### config.mk
export PLATFORM = sky130hd
export DESIGN_NAME = uart_unit
export DESIGN_NICKNAME = d
export VERILOG_FILES = /design/src/design/uart_pkg.sv /design/src/design/uart_unit.sv
export SDC_FILE = /design/constraint.sdc
export NUM_CORES = 1
export LEC_CHECK = 0
export ABC_AREA = 1
export BUFFER_PORTS_ARGS = -buffer_cell sky130_fd_sc_hd__buf_2
export CAP_MARGIN = 30
export CORE_ASPECT_RATIO = 0.9
export CORE_MARGIN = 2
export CORE_UTILIZATION = 40
export CTS_BUF_LIST = sky130_fd_sc_hd__clkbuf_2
export DETAILED_ROUTE_END_ITERATION = 10
export MAX_ROUTING_LAYER = met4
export PLACE_DENSITY_LB_ADDON = 0.12
export SYNTH_ARGS = -nofsm -noshare
export SYNTH_HDL_FRONTEND = slang
export SYNTH_SLANG_ARGS = --single-unit
### constraint.sdc
create_clock -name clk_in -period 4.3 [get_ports clk_in]
set_input_delay 1.075 -clock clk_in [delete_from_list [all_inputs] [get_ports clk_in]]
set_output_delay 1.075 -clock clk_in [all_outputs]
set_load 0.05 [all_outputs]
### src/design/uart_pkg.sv
// Package for the serial unit: register map, field positions, reset values,
// bus carriers and receiver states.
// Assumes a 32-bit APB master and a single 25 MHz clock.
package uart_pkg;

    // ************************************************************
    // Register map (byte addresses)
    // ************************************************************
    localparam logic [7:0] MODE_OFS      = 8'h00;
    localparam logic [7:0] RX_ERR_OFS    = 8'h04;
    localparam logic [7:0] TX_STATUS_OFS = 8'h08;
    localparam logic [7:0] DIVISOR_OFS   = 8'h0C;
    localparam logic [7:0] TX_BUF_OFS    = 8'h10;
    localparam logic [7:0] RX_BUF_OFS    = 8'h14;

    // ************************************************************
    // Fields and reset values
    // ************************************************************
    localparam int POWER_BIT  = 7;
    localparam int TX_EN_BIT  = 6;
    localparam int RX_EN_BIT  = 5;
    localparam int PAR_HI_BIT = 4;
    localparam int PAR_LO_BIT = 3;
    localparam int LEN8_BIT   = 2;
    localparam int STOP2_BIT  = 1;
    localparam int MERGE_BIT  = 0;
    localparam int FULL_BIT   = 1;
    localparam int SHIFT_BIT  = 0;
    localparam int PERR_BIT   = 2;
    localparam int FERR_BIT   = 1;
    localparam int OVR_BIT    = 0;

    localparam logic [7:0] MODE_RESET    = 8'h01;
    localparam logic [7:0] DIVISOR_RESET = 8'hFF;
    localparam logic [7:0] RX_BUF_RESET  = 8'hFF;
    localparam logic [7:0] DIVISOR_MIN   = 8'h08;

    // Parity type encodings.
    localparam logic [1:0] PAR_NONE = 2'h0;
    localparam logic [1:0] PAR_ZERO = 2'h1;
    localparam logic [1:0] PAR_ODD  = 2'h2;
    localparam logic [1:0] PAR_EVEN = 2'h3;

    // ************************************************************
    // Carriers and states
    // ************************************************************
    typedef struct packed {
        logic        psel;
        logic        penable;
        logic        pwrite;
        logic [7:0]  paddr;
        logic [31:0] pwdata;
    } apb_req_t;

    typedef struct packed {
        logic [31:0] prdata;
        logic        pready;
        logic        pslverr;
    } apb_rsp_t;

    typedef enum logic [1:0] {
        RX_IDLE  = 2'b00,
        RX_START = 2'b01,
        RX_DATA  = 2'b10,
        RX_STOP  = 2'b11
    } rx_state_t;

endpackage : uart_pkg

### src/design/uart_unit.sv
// Serial unit with buffered transmitter, start-bit checking receiver,
// receive error flags and an APB register file.
// Assumes the base clock is clk_in; the remote node drives the receive pin
// asynchronously and the APB master follows the usual two-phase protocol.
`timescale 1ns/1ps

// How it works
// - Transmit buffer frees as soon as the shifter loads, so frames abut.
// - Transmit status bit 1 is the buffer-full flag; 1 forbids writing.
// - Transmit status bit 0 is the shifter-busy flag; 0 means done.
// - Back to back the full and busy flags pass 01, 11, then 01.
// - Reception samples the pin only with power and receive enable set.
// - Falling edge starts the counter; pin low after divisor is a start.
// - Bits shift in at baud rate; stop bit copies data and signals done.
// - An overrun leaves the receive buffer untouched.
// - Parity error is reported only when the frame completes.
// - The receiver checks one stop bit only and ignores a second.
// - Parity mismatch against odd or even parity sets the parity flag.
// - A low level at the stop-bit sample sets the framing flag.
// - A frame completing with the buffer unread sets the overrun flag.
// - Any error flag set by a frame raises an error interrupt when merge select is 0.
// - Reading the error status register clears all its bits.
// - With merge select 0 errors go on the separate error line.
// - Clearing receive enable returns the receiver to idle.
module uart_unit (
    input  wire logic              clk_in,
    input  wire logic              resetn_in,
    input  wire uart_pkg::apb_req_t apb_in,
    output uart_pkg::apb_rsp_t     apb_out,
    input  wire logic              serial_in_pin_in,
    output logic                   serial_out_pin_out,
    output logic                   tx_complete_irq_out,
    output logic                   rx_complete_irq_out,
    output logic                   rx_error_irq_out
);
    import uart_pkg::*;

    // ************************************************************
    // Registers
    // ************************************************************
    logic [7:0]  operation_mode_register;
    logic [7:0]  baud_divisor;
    logic [7:0]  transmit_buffer;
    logic [11:0] transmit_shifter;
    logic [3:0]  tx_bits_left;
    logic [8:0]  tx_count;
    logic        tx_buffer_full_flag;
    logic        tx_shift_active_flag;
    logic [8:0]  receive_shifter;
    logic [7:0]  receive_buffer;
    logic        rx_unread;
    logic [2:0]  receive_error_status;
    logic [3:0]  rx_index;
    logic [8:0]  rx_count;
    rx_state_t   rx_state;
    logic        rx_sync1;
    logic        rx_sync2;
    logic        rx_sync3;
    logic        rx_level;
    logic        rx_prev;
    logic        pready;

    // ************************************************************
    // Bus decode
    // ************************************************************
    wire        access_done = apb_in.psel & apb_in.penable & pready;
    wire        wr_done     = access_done & apb_in.pwrite;
    wire        rd_done     = access_done & ~apb_in.pwrite;
    wire [7:0]  addr        = apb_in.paddr;
    wire        sel_mode    = (addr == MODE_OFS);
    wire        sel_err     = (addr == RX_ERR_OFS);
    wire        sel_status  = (addr == TX_STATUS_OFS);
    wire        sel_div     = (addr == DIVISOR_OFS);
    wire        sel_txbuf   = (addr == TX_BUF_OFS);
    wire        sel_rxbuf   = (addr == RX_BUF_OFS);
    wire        mapped      = sel_mode | sel_err | sel_status | sel_div
                            | sel_txbuf | sel_rxbuf;
    wire [7:0]  status_byte = {6'h00, tx_buffer_full_flag,
                               tx_shift_active_flag};
    wire [7:0]  read_byte   =
        sel_mode   ? operation_mode_register :
        sel_err    ? {5'h00, receive_error_status} :
        sel_status ? status_byte :
        sel_div    ? baud_divisor :
        sel_rxbuf  ? receive_buffer : 8'h00;
    wire        err_read    = rd_done & sel_err;
    wire        rxbuf_read  = rd_done & sel_rxbuf;
    wire        tx_buf_wr   = wr_done & sel_txbuf;

    // ************************************************************
    // Mode decode and bit timing
    // ************************************************************
    wire        power    = operation_mode_register[POWER_BIT];
    wire        tx_run   = power & operation_mode_register[TX_EN_BIT];
    wire        rx_run   = power & operation_mode_register[RX_EN_BIT];
    wire [1:0]  par_type = operation_mode_register[PAR_HI_BIT:PAR_LO_BIT];
    wire        len8     = operation_mode_register[LEN8_BIT];
    wire        stop2    = operation_mode_register[STOP2_BIT];
    wire        merge    = operation_mode_register[MERGE_BIT];
    wire        has_par  = (par_type != PAR_NONE);
    // Divisors below the minimum would leave too few samples per bit.
    wire [7:0]  div_eff  = (baud_divisor < DIVISOR_MIN) ? DIVISOR_MIN
                                                        : baud_divisor;
    wire [8:0]  half_m1  = {1'b0, div_eff} - 9'h001;
    wire [8:0]  full_m1  = {div_eff, 1'b0} - 9'h001;

    // ************************************************************
    // Transmit frame assembly
    // ************************************************************
    function automatic logic [11:0] build_frame(input logic [7:0] data);
        logic [11:0] frame;
        logic        par_bit;
        frame   = 12'hFFF;
        par_bit = len8 ? ^data : ^data[6:0];
        frame[0] = 1'b0;
        if (len8) begin
            frame[8:1] = data;
        end else begin
            frame[7:1] = data[6:0];
        end
        if (par_type == PAR_ZERO) begin
            par_bit = 1'b0;
        end else if (par_type == PAR_ODD) begin
            par_bit = ~par_bit;
        end
        if (has_par) begin
            frame[len8 ? 9 : 8] = par_bit;
        end
        return frame;
    endfunction : build_frame

    wire [3:0]  tx_len   = 4'h9 + {3'h0, len8} + {3'h0, has_par}
                         + {3'h0, stop2};
    wire        tx_bit_end = tx_shift_active_flag & (tx_count == full_m1);
    wire        tx_last    = tx_bit_end & (tx_bits_left == 4'h1);
    wire        tx_load    = tx_buffer_full_flag
                           & (~tx_shift_active_flag | tx_last);

    // ************************************************************
    // Transmitter
    // ************************************************************
    always_ff @(posedge clk_in or negedge resetn_in) begin
        if (!resetn_in) begin
            transmit_buffer      <= 8'h00;
            transmit_shifter     <= 12'hFFF;
            tx_bits_left         <= 4'h0;
            tx_count             <= 9'h000;
            tx_buffer_full_flag  <= 1'b0;
            tx_shift_active_flag <= 1'b0;
            tx_complete_irq_out  <= 1'b0;
            serial_out_pin_out   <= 1'b1;
        end else if (!tx_run) begin
            tx_buffer_full_flag  <= 1'b0;
            tx_shift_active_flag <= 1'b0;
            tx_count             <= 9'h000;
            tx_complete_irq_out  <= 1'b0;
            serial_out_pin_out   <= 1'b1;
        end else begin
            tx_complete_irq_out <= tx_last;
            if (tx_load) begin
                // Loading frees the buffer at once for the next byte.
                transmit_shifter     <= build_frame(transmit_buffer);
                tx_bits_left         <= tx_len;
                tx_count             <= 9'h000;
                tx_shift_active_flag <= 1'b1;
                tx_buffer_full_flag  <= 1'b0;
            end else if (tx_last) begin
                tx_shift_active_flag <= 1'b0;
            end else if (tx_bit_end) begin
                transmit_shifter <= {1'b1, transmit_shifter[11:1]};
                tx_bits_left     <= tx_bits_left - 4'h1;
                tx_count         <= 9'h000;
            end else if (tx_shift_active_flag) begin
                tx_count <= tx_count + 9'h001;
            end
            if (tx_buf_wr) begin
                // A write while full overwrites; software must avoid it.
                transmit_buffer     <= apb_in.pwdata[7:0];
                tx_buffer_full_flag <= 1'b1;
            end
            serial_out_pin_out <= tx_shift_active_flag ? transmit_shifter[0]
                                                       : 1'b1;
        end
    end

    // ************************************************************
    // Receive pin synchroniser and filter
    // ************************************************************
    always_ff @(posedge clk_in or negedge resetn_in) begin
        if (!resetn_in) begin
            rx_sync1 <= 1'b1;
            rx_sync2 <= 1'b1;
            rx_sync3 <= 1'b1;
            rx_level <= 1'b1;
            rx_prev  <= 1'b1;
        end else begin
            rx_sync1 <= serial_in_pin_in;
            rx_sync2 <= rx_sync1;
            rx_sync3 <= rx_sync2;
            // The input reads high while the unit is powered down.
            if (!power) begin
                rx_level <= 1'b1;
            end else if (rx_sync2 == rx_sync3) begin
                rx_level <= rx_sync3;
            end
            rx_prev <= rx_level;
        end
    end

    // ************************************************************
    // Receiver decode
    // ************************************************************
    wire [3:0]  rx_nbits   = 4'h7 + {3'h0, len8} + {3'h0, has_par};
    wire        fall_edge  = rx_prev & ~rx_level;
    wire        half_hit   = (rx_count == half_m1);
    wire        full_hit   = (rx_count == full_m1);
    wire [7:0]  rx_data    = len8 ? receive_shifter[7:0]
                                  : {1'b0, receive_shifter[6:0]};
    wire        rx_par_bit = len8 ? receive_shifter[8] : receive_shifter[7];
    wire        ones_odd   = ^rx_data ^ rx_par_bit;
    wire        par_bad    = ((par_type == PAR_EVEN) & ones_odd)
                           | ((par_type == PAR_ODD) & ~ones_odd);
    wire        rx_finish  = (rx_state == RX_STOP) & full_hit;
    wire        frame_bad  = ~rx_level;
    wire        overrun    = rx_unread;
    wire [2:0]  new_err    = rx_finish ? {par_bad, frame_bad, overrun}
                                       : 3'h0;
    wire        any_err    = |new_err;

    // ************************************************************
    // Receiver
    // ************************************************************
    always_ff @(posedge clk_in or negedge resetn_in) begin
        if (!resetn_in) begin
            rx_state        <= RX_IDLE;
            rx_count        <= 9'h000;
            rx_index        <= 4'h0;
            receive_shifter <= 9'h000;
        end else if (!rx_run) begin
            rx_state <= RX_IDLE;
            rx_count <= 9'h000;
            rx_index <= 4'h0;
        end else begin
            case (rx_state)
                RX_IDLE: begin
                    rx_count <= 9'h000;
                    if (fall_edge) begin
                        rx_state <= RX_START;
                    end
                end
                RX_START: begin
                    rx_count <= rx_count + 9'h001;
                    if (half_hit) begin
                        rx_count <= 9'h000;
                        rx_index <= 4'h0;
                        rx_state <= rx_level ? RX_IDLE : RX_DATA;
                    end
                end
                RX_DATA: begin
                    rx_count <= rx_count + 9'h001;
                    if (full_hit) begin
                        rx_count <= 9'h000;
                        receive_shifter[rx_index] <= rx_level;
                        rx_index <= rx_index + 4'h1;
                        if (rx_index == rx_nbits - 4'h1) begin
                            rx_state <= RX_STOP;
                        end
                    end
                end
                RX_STOP: begin
                    rx_count <= rx_count + 9'h001;
                    if (full_hit) begin
                        rx_count <= 9'h000;
                        rx_state <= RX_IDLE;
                    end
                end
                default: begin
                    rx_state <= RX_IDLE;
                end
            endcase
        end
    end

    // ************************************************************
    // Receive buffer, error flags and interrupts
    // ************************************************************
    always_ff @(posedge clk_in or negedge resetn_in) begin
        if (!resetn_in) begin
            receive_buffer       <= RX_BUF_RESET;
            rx_unread            <= 1'b0;
            receive_error_status <= 3'h0;
            rx_complete_irq_out  <= 1'b0;
            rx_error_irq_out     <= 1'b0;
        end else if (!power) begin
            receive_buffer       <= RX_BUF_RESET;
            rx_unread            <= 1'b0;
            receive_error_status <= 3'h0;
            rx_complete_irq_out  <= 1'b0;
            rx_error_irq_out     <= 1'b0;
        end else begin
            // A new error wins over a read in the same cycle.
            receive_error_status <= (receive_error_status & ~{3{err_read}})
                                  | new_err;
            if (rx_finish && !overrun) begin
                receive_buffer <= rx_data;
                rx_unread      <= 1'b1;
            end else if (rxbuf_read) begin
                rx_unread <= 1'b0;
            end
            rx_complete_irq_out <= rx_finish & (~any_err | merge);
            rx_error_irq_out    <= rx_finish & any_err & ~merge;
        end
    end

    // ************************************************************
    // APB slave
    // ************************************************************
    always_ff @(posedge clk_in or negedge resetn_in) begin
        if (!resetn_in) begin
            operation_mode_register <= MODE_RESET;
            baud_divisor            <= DIVISOR_RESET;
            pready                  <= 1'b0;
            apb_out                 <= '0;
        end else begin
            // One wait state lets the read data come from a flip-flop.
            pready         <= apb_in.psel & apb_in.penable & ~pready;
            apb_out.pready <= apb_in.psel & apb_in.penable & ~pready;
            if (apb_in.psel && apb_in.penable && !pready) begin
                apb_out.prdata  <= {24'h000000, read_byte};
                apb_out.pslverr <= ~mapped;
            end else begin
                apb_out.prdata  <= 32'h00000000;
                apb_out.pslverr <= 1'b0;
            end
            if (wr_done && sel_mode) begin
                operation_mode_register <= apb_in.pwdata[7:0];
            end
            if (wr_done && sel_div) begin
                baud_divisor <= apb_in.pwdata[7:0];
            end
        end
    end

endmodule : uart_unit

==> metrics.md, run 1 <==
| Metric | Value |
|---|---|
| Status | complete, no violations |
| Final Max Slew Viols | 0 |
| Synth Warn # | 0 |
| Post-Syn Area | 0.006122 mm² |
| Fin nets | approximately 880 |
| I/O pin count | 84 |
| Final setup TNS | 0 ps |
| Post CTS Setup Buffer Count | 0 |
| Via density | ~4.9 |
| Post-CTS resize count | 0 |
| Global Route Usage Sum | 19.24% |
| Seq/Total Area, Yosys | between 40% and 50% |
| WL/cell | between 10 and 15 µm |
| Vias | 5033 |
| Max VDD drop | 0.1776 mV |
| Pre-CTS setup slack | 819.7 ps |
| CP Launch Type | flip-flop |
| Routability Congestion | 0.8757 |
| Worst R2R Setup Slack | 770 ps |
| Min-Delay Path Class | input port to asynchronous set/reset pin |
| First-pass GRT wire length | 24200 µm |
| Synth Area per Inst | 7.779 µm² |
| Layout fillers | 1509 |
| Most common cell after layout, fill and taps aside | nand2_1 |
| Core area | 0.01482 mm² |
| Worst Path Arrival | 4150 ps |
| Synth unique cells | 42 |
| CP required | between 4000 and 5000 ps |
| Clock skew | roughly 36 ps |
| Cell count after synthesis | 787 |
| Reg2reg path depth | 19 |
| Largest net degree at the start of global routing | just over 70 |
| FF+latch count, synth | approximately 100 |
| Max transition margin | 39.65% |
| Cts bufs inserted | 9 |
| Clock Latency Late Sink | 640 ps |
| Core Rows | between 40 and 50 |
| Die width | about 130 µm |
| RSZ-0062 raised after global routing | no |
| Count of final setup violators | 0 |
| FF-to-FF Start | baud_divisor[3] |
| Critical path fanouts, max | 11 |
| Sink Count | 104 |
| Asr flop ratio synth | 100.0% |
| Min Clock Period, post-route | ~3500 ps |
| Fin worst setup slack | 767.2 ps |
| Leak Pwr | 3.201 nW |
| Final Cycle Share | 82.16% |
| Share of cells above drive strength 1 | a little over an eighth |
| Total die area | 0.01631 mm² |
| Clk slew on worst S/H paths | 320 ps |
| Detail Route Antenna Nets | 0 |
| Die Ht | 121.4 µm |
| CP Class | flip-flop to flip-flop |
| Crit. End Element | flip-flop |
| CTS Hold Bufs | 0 |
| DP HPWL | 10680 µm |
| Synthesis-to-finish area growth | 6.213% |
| Starting Density | 41.31% |
| Achievable frequency | 283.1 MHz |
| Power per cell area | around 240 mW/mm² |
| Number of global-route vias before repair | 4932 |
| Hold Violations, Final | 0 |
| Detailed Route Iter0 Violations | 304 |
| Worst-margin pin slew | 897.0 ps |
| Synth Flop Type | dfrtp_1 |
| Final wirelength | 14380 µm |
| Initial antenna violation count | 0 |
| MaxCap Viol Count | 0 |
| Most frequent cells in the layout | nand2_1 (212), inv_1 (105), dfrtp_1 (71) |
| Drt drc | 0 |
| Drt pass-1 iters | 7 |
| Ant diodes | 0 |
| R2R Path End | transmit_shifter[1] |
| Total congestion overflow | 0 |
| CTS root buffer | clkbuf_2 |
| Number of flops mapped to enable cells by yosys | 0 |
| Clk buf depth | 2 |
| CTS tree | yes |
| I/O Buffers | 35 |
| H-tree level count | 3 |
logic make-up after synthesis:
group | after synthesis | synth area share [%]
and+or+nand+nor | 390 | 29.31
DFF | 104 | 43.18
adders and majority gates | 13 | 2.657
AOI/OAI and AO/OA | 98 | 9.013
xor gates and xnor gates | 33 | 4.721
other | 1 | 0.06125
buffers and inverters | 148 | 11.06
cell usage after synthesis (13+ instances only):
cell     number  share of area (%)
xnor2_1      13                1.9
ha_1         13                2.7
dfrtp_1      71                 29
nand4_1      16                1.6
a21oi_1      16                1.3
nand2_1     212                 13
nand3_1      64                5.2
o21ai_0      50                4.1
buf_4        29                3.6
o21ai_1      13                1.1
nor2_1       51                3.1
dfstp_2      33                 14
inv_1       105                6.4
xor2_1       20                2.9
worst max path at each step:
| stage | start | to | slack (ps) | cells after the start |
|---|---|---|---|---|
| floorplan | baud_divisor[3] | tx_bits_left[1] | 1720 | 18 |
| global placement | baud_divisor[3] | transmit_shifter[1] | 900 | 19 |
| detailed placement | baud_divisor[3] | transmit_shifter[1] | 820 | 19 |
| CTS | baud_divisor[3] | transmit_shifter[1] | 760 | 19 |
| global route | baud_divisor[3] | transmit_shifter[1] | 390 | 19 |
| finish | baud_divisor[3] | transmit_shifter[1] | 770 | 19 |
registers in the layout, summed over array words and instances (netlist names), 2 cells and up:
signal and count:
receive_shifter 9, rx_count 9, operation_mode_register 8, tx_count 9
apb_out 9, rx_index 4, transmit_shifter 10, receive_error_status 3
receive_buffer 8, transmit_buffer 8, baud_divisor 8, rx_state 2
tx_bits_left 4
report_power, final:
part	switching, mW	internal, mW	leakage, nW
clock	0.370	0.0891	0.0644
combinational	0.0895	0.0180	1.80
sequential	0.00277	0.989	1.33
total	0.462	1.10	3.20
metal layers:
| layer | GRT usage (%) | up-vias | routed length [µm] |
|---|---|---|---|
| li1 | - | 2528 | - |
| met1 | 25.66 | 2371 | 6980 |
| met2 | 30.17 | 123 | 6529 |
| met3 | 3.968 | 11 | 718 |
| met4 | 4.868 | 0 | 153 |
| met5 | - | - | 0 |
layout make-up:
class	count	area (µm²)	share of cell area [%]
flip-flops and latches	104	2644	40.66
multi-input cells	558	2888	44.41
clock buffers	9	45.04	0.6927
inverters	106	397.9	6.119
clock inverters	7	60.06	0.9236
repair buffers	38	220.2	3.387
well taps	198	247.7	3.810
critical path: stages, from the launching register on:
cell     delay, ps
dfstp_2        660
inv_1          140
nand3_4        190
nand2_2        120
ha_1           250
inv_1          110
nor2_1          80
nand3_1        100
nand2_1         60
nand2_1        210
nor2_1         100
nor2_1         110
nand2_1         60
nor2_1         120
nand3_1        100
o21ai_2         90
inv_2          120
nor2_1         580
nand3_1        180
nand2_1        100
stage by stage:
step | power, mW | std cells | cell area [µm²] | util [%] | hold WS [ps]
after CTS | 1.574 | 1019 | 6475 | 43.69 | 376.6
after detailed placement | 1.111 | 1003 | 6370 | 42.98 | 350.0
after floorplan | 1.089 | 810 | 6208 | - | 345.2
final | 1.558 | 1020 | 6502 | 43.88 | 160.3
after global routing | 1.624 | 1020 | 6502 | 43.88 | 50.23
after global placement | 1.109 | 1003 | 6370 | 42.98 | 347.4
(Power assumes the default switching activity.)
==> run 2, diff against run 1 <==
clock period = 3.6 ns   (was 4.3 ns; I/O delays follow)
==> metrics.md, run 2 (same netlist as run 1, synthesis figures left out) <==
| Metric | Value |
|---|---|
| MaxCap Viol Count | 0 |
| Clock skew | roughly 55 ps |
| Hold Violations, Final | 0 |
| Largest net degree at the start of global routing | 40 |
| Most common cell after layout, fill and taps aside | nand2_1 |
| Fin util | between 40% and 50% |
| Power Internal | 1.447 mW |
| FF-to-FF Start | baud_divisor[7] |
| Max VDD drop | 0.2212 mV |
| R2R Path End | receive_shifter[8] |
| Critical path fanouts, max | 11 |
| Post CTS Setup Buffer Count | 0 |
| Crit-path max cell delay | 510 ps |
| WL/cell | 13.97 µm |
| Sequential Power Share | 59.6% |
| CP required | 4140 ps |
| Drt drc | 0 |
| Sink Count | 104 |
| Worst hold slack | 141.4 ps |
| Worst R2R Setup Slack | 370 ps |
| Detail Route Antenna Nets | 0 |
| RSZ-0062 raised after global routing | no |
| Drt pass-1 iters | 5 |
| Final setup TNS | 0 ps |
| Fin worst setup slack | approximately 370 ps |
| Status | complete, no violations |
| Placed Area | 0.006407 mm² |
| Routability Congestion | 0.8895 |
| Post-route insts no fill | 1024 |
| Crit. End Element | flip-flop |
| Global Route Usage Sum | around 20% |
| Detailed Route Iter0 Violations | 413 |
| Fin area | 0.006558 mm² |
| Leak Pwr | 3.240 nW |
| Worst Path Arrival | 3770 ps |
| Pre-CTS setup slack | 429.7 ps |
| Post-CTS resize count | 0 |
| Core Rows | 42 |
| Die Ht | about 120 µm |
| Final Cycle Share | 89.71% |
| Cell repeated most along the worst path | nand2_1 |
| Starting Density | 41.31% |
| Clock Latency Late Sink | ~650 ps |
| Die width | 134.4 µm |
| Max transition margin | 38.86% |
| Min-Delay Path Class | input port to asynchronous set/reset pin |
| Clk buf depth | 2 |
| CP Cell Sequence | nor2_4 -> nand3_4 -> nand2_2 -> ha_1 -> inv_1 -> nor2_1 -> nand4_1 -> nand2_1 -> nand2_1 -> nand2_1 -> nand4_1 -> nor2_1 -> nand2_4 -> nor2_2 -> nand3_1 -> nand2_1 -> o21ai_1 |
| Inst Count DP | 1008 |
| Via density | approximately 4.9 |
| Achievable frequency | ~310 MHz |
| H-tree level count | 3 |
| Synthesis-to-finish area growth | 7.112% |
| I/O pin count | 84 |
| Max reg flops | 10 |
| Largest Register | transmit_shifter |
| Reg2reg path depth | 17 |
| Cts bufs inserted | 9 |
| Final wirelength | 14300 µm |
| Share of cells above drive strength 1 | between 10% and 20% |
| CP Class | flip-flop to flip-flop |
| Clk slew on worst S/H paths | 330 ps |
| Min Clock Period, post-route | 3230 ps |
| First-pass GRT wire length | about 25000 µm |
| Most frequent cells in the layout | nand2_1 (212), inv_1 (105), dfrtp_1 (71) |
| Power per cell area | 303.1 mW/mm² |
| Number of global-route vias before repair | 4959 |
| Total die area | 0.01631 mm² |
| DP HPWL | 10870 µm |
| Core area | 0.01482 mm² |
| I/O Buffers | 35 |
| Gate power share | 6.4% |
| Clock power share | 34.1% |
| Sw power | 0.5407 mW |
| CP Launch Type | flip-flop |
| CTS root buffer | clkbuf_2 |
| Total congestion overflow | 0 |
| Power Total | 1.988 mW |
| CP max-delay cell | dfstp_2 |
| Worst-margin pin slew | between 900 and 1000 ps |
| Final Max Slew Viols | 0 |
| Initial antenna violation count | 0 |
| WP buf/inv | 1 |
| Switching share of power | a little over a quarter |
| CTS tree | yes |
| Largest delay share family, worst path | simple AND/OR/NAND/NOR gates |
| CTS Hold Bufs | 0 |
| Count of final setup violators | 0 |
| Vias | 5057 |
| Fin nets | between 800 and 900 |
| Ant diodes | 0 |
-- run 2: changes by cell type in the layout (fill, tap and decap cells not counted) --
cell | before | now
bufinv_16 | 0 | 2
clkinv_1 | 1 | 0
buf_16 | 1 | 0
clkbuf_2 | 9 | 10
inv_6 | 2 | 1
buf_4 | 3 | 8
clkinvlp_4 | 1 | 0
-- run 2: worst max-delay path by stage --
stage	start	to	slack [ps]	cells after the start
after floorplan	baud_divisor[3]	tx_bits_left[1]	1020	18
after global placement	baud_divisor[3]	receive_shifter[2]	480	18
after detailed placement	baud_divisor[3]	receive_shifter[0]	430	18
after CTS	baud_divisor[3]	rx_state[1]	430	20
after global routing	baud_divisor[7]	receive_shifter[5]	40	17
final	baud_divisor[7]	receive_shifter[8]	370	17
-- run 2: layer usage --
layer | GRT usage (%) | wire [µm] | vias to the layer above
li1 | - | - | 2541
met1 | 26.44 | 7035 | 2410
met2 | 30.33 | 6596 | 92
met3 | 4.010 | 504 | 14
met4 | 4.803 | 167 | 0
met5 | - | 0 | -
-- run 2: layout make-up --
type                       count  area [µm²]
clock inverter                 6       100.1
fill                        1550        8262
sequential                   104        2644
inverter                     106       397.9
multi-input combinational    558        2888
clock buffer                  10       50.05
timing repair buffer          42       230.2
tap                          198       247.7
-- run 2: power by group through the flow --
stage	clock [mW]	combinational, mW	sequential, mW
6_report	0.678	0.126	1.18
5_1_grt	0.754	0.138	1.19
4_1_cts	0.707	0.128	1.18
3_5_place_dp	0	0.128	1.20
3_3_place_gp	0	0.126	1.20
2_1_floorplan	0	0.0986	1.20
==> run 3, diff against run 2 <==
CORE_MARGIN = default   (was 2)
PLACE_DENSITY_LB_ADDON = default   (was 0.12)
==> metrics.md, run 3 (same netlist as run 1, synthesis figures left out) <==
| Metric | Value |
|---|---|
| Most frequent cells in the layout | nand2_1 (212), inv_1 (105), dfrtp_1 (71) |
| Core area | around 0.015 mm² |
| Detailed Route Iter0 Violations | 328 |
| Die width | 132.4 µm |
| Post-CTS resize count | 0 |
| I/O Buffers | 35 |
| Vias | 4916 |
| Die Ht | 119.4 µm |
| Cell repeated most along the worst path | nand2_1 |
| R2R Path End | rx_state[0] |
| Hold Violations, Final | 0 |
| Status | complete, no violations |
| Critical path fanouts, max | 13 |
| Total die area | 0.01580 mm² |
| Final wirelength | around 14000 µm |
| Drt drc | 0 |
| Clock skew | slightly above 50 ps |
| MaxCap Viol Count | 0 |
| Final Max Slew Viols | 0 |
| Fin area | 0.006553 mm² |
| DP HPWL | between 10000 and 15000 µm |
| Switching share of power | 28.13% |
| Crit. End Element | flip-flop |
| Reg2reg path depth | 18 |
| Sw power | 0.5360 mW |
| Final setup TNS | 0 ps |
| Min Clock Period, post-route | 3147 ps |
| CTS Hold Bufs | 0 |
| Detail Route Antenna Nets | 0 |
| Clk buf depth | 2 |
| Crit-path max cell delay | 460 ps |
| Final Cycle Share | 87.42% |
| Min-Delay Path Class | input port to asynchronous set/reset pin |
| Worst R2R Setup Slack | approximately 450 ps |
| Largest delay share family, worst path | simple AND/OR/NAND/NOR gates |
| Post CTS Setup Buffer Count | 0 |
| CP Launch Type | flip-flop |
| Ant diodes | 0 |
| Max transition margin | around three fifths |
| Via density | approximately 4.8 |
| Clk slew on worst S/H paths | roughly 300 ps |
| Core Rows | 42 |
| Count of final setup violators | 0 |
| Fin nets | 881 |
| First-pass GRT wire length | between 20000 and 25000 µm |
| Sink Count | approximately 100 |
| Power Total | ~1.9 mW |
| Drt pass-1 iters | 5 |
| Synthesis-to-finish area growth | 7.030% |
| Largest net degree at the start of global routing | 44 |
| Starting Density | 41.31% |
| H-tree level count | 3 |
| Max VDD drop | 0.1596 mV |
| RSZ-0062 raised after global routing | no |
| CP required | about 4200 ps |
| Leak Pwr | roughly 3.2 nW |
| Achievable frequency | 317.7 MHz |
| WL/cell | roughly 13 µm |
| WP buf/inv | 2 |
| Sequential Power Share | 62.1% |
| CP Cell Sequence | inv_1 -> nand3_4 -> nand2_2 -> ha_1 -> inv_1 -> nor2_1 -> nand4_1 -> nand2_1 -> nand2_1 -> nand2_1 -> nand4_1 -> nor2_1 -> nand2_4 -> nand2_1 -> nand2_1 -> nand2_1 -> nand3_1 -> o21ai_0 |
| Power per cell area | between 200 and 300 mW/mm² |
| Share of cells above drive strength 1 | 14.15% |
| Largest Register | transmit_shifter |
| Clock Latency Late Sink | 630 ps |
| Cts bufs inserted | 9 |
| CTS tree | yes |
| Routability Congestion | slightly above 0.8 |
| Number of global-route vias before repair | 4694 |
| Initial antenna violation count | 0 |
| Most common cell after layout, fill and taps aside | nand2_1 |
| Worst Path Arrival | 3720 ps |
| Worst hold slack | just under 200 ps |
| Clock power share | 31.2% |
| CP Class | flip-flop to flip-flop |
| Total congestion overflow | 0 |
| Placed Area | around 0.0064 mm² |
| Gate power share | 6.6% |
| I/O pin count | 84 |
| Max reg flops | 10 |
| FF-to-FF Start | baud_divisor[3] |
| CTS root buffer | clkbuf_2 |
| Power Internal | 1.370 mW |
| Worst-margin pin slew | just over 600 ps |
| Global Route Usage Sum | 19.27% |
| CP max-delay cell | dfstp_2 |
==> run 3: per-stage QoR <==
stage	util, %	setup slack [ps]	cells
floorplan	-	1024	810
global placement	43.37	487.5	1009
detailed placement	43.37	503.7	1009
CTS	44.22	461.1	1025
global route	44.22	37.56	1025
finish	44.22	452.8	1025
==> run 3: area by class of cell <==
cell class | count | area, µm²
Tap cell | 198 | 247.7
Multi-Input combinational cell | 558 | 2888
Fill cell | 1552 | 8267
Inverter | 106 | 397.9
Clock buffer | 9 | 45.04
Clock inverter | 7 | 80.08
Sequential cell | 104 | 2644
Timing Repair Buffer | 43 | 250.2
==> run 3: worst max-delay path by stage <==
stage,depth (start not counted),slack [ps],startpoint,endpoint
6_report,18,450,baud_divisor[3],rx_state[0]
3_3_place_gp,17,490,baud_divisor[3],receive_shifter[1]
3_5_place_dp,17,500,baud_divisor[3],receive_shifter[1]
2_1_floorplan,18,1020,baud_divisor[3],tx_bits_left[1]
4_1_cts,17,460,baud_divisor[3],transmit_shifter[9]
5_1_grt,18,40,baud_divisor[3],tx_count[7]
==> run 3: power by group through the flow <==
stage               clock network, mW  registers, mW  logic, mW
floorplan                           0           1.20     0.0986
global placement                    0           1.20      0.129
detailed placement                  0           1.20      0.129
CTS                             0.624           1.18      0.129
global route                    0.671           1.19      0.139
finish                          0.595           1.18      0.127
==> run 3: routing by layer <==
metal	part of all wire [%]	vias up	global-route usage, %
li1	-	2545	-
met1	51	2272	26.93
met2	45	89	28.26
met3	3.6	10	4.129
met4	1.0	0	4.957
met5	0	-	-
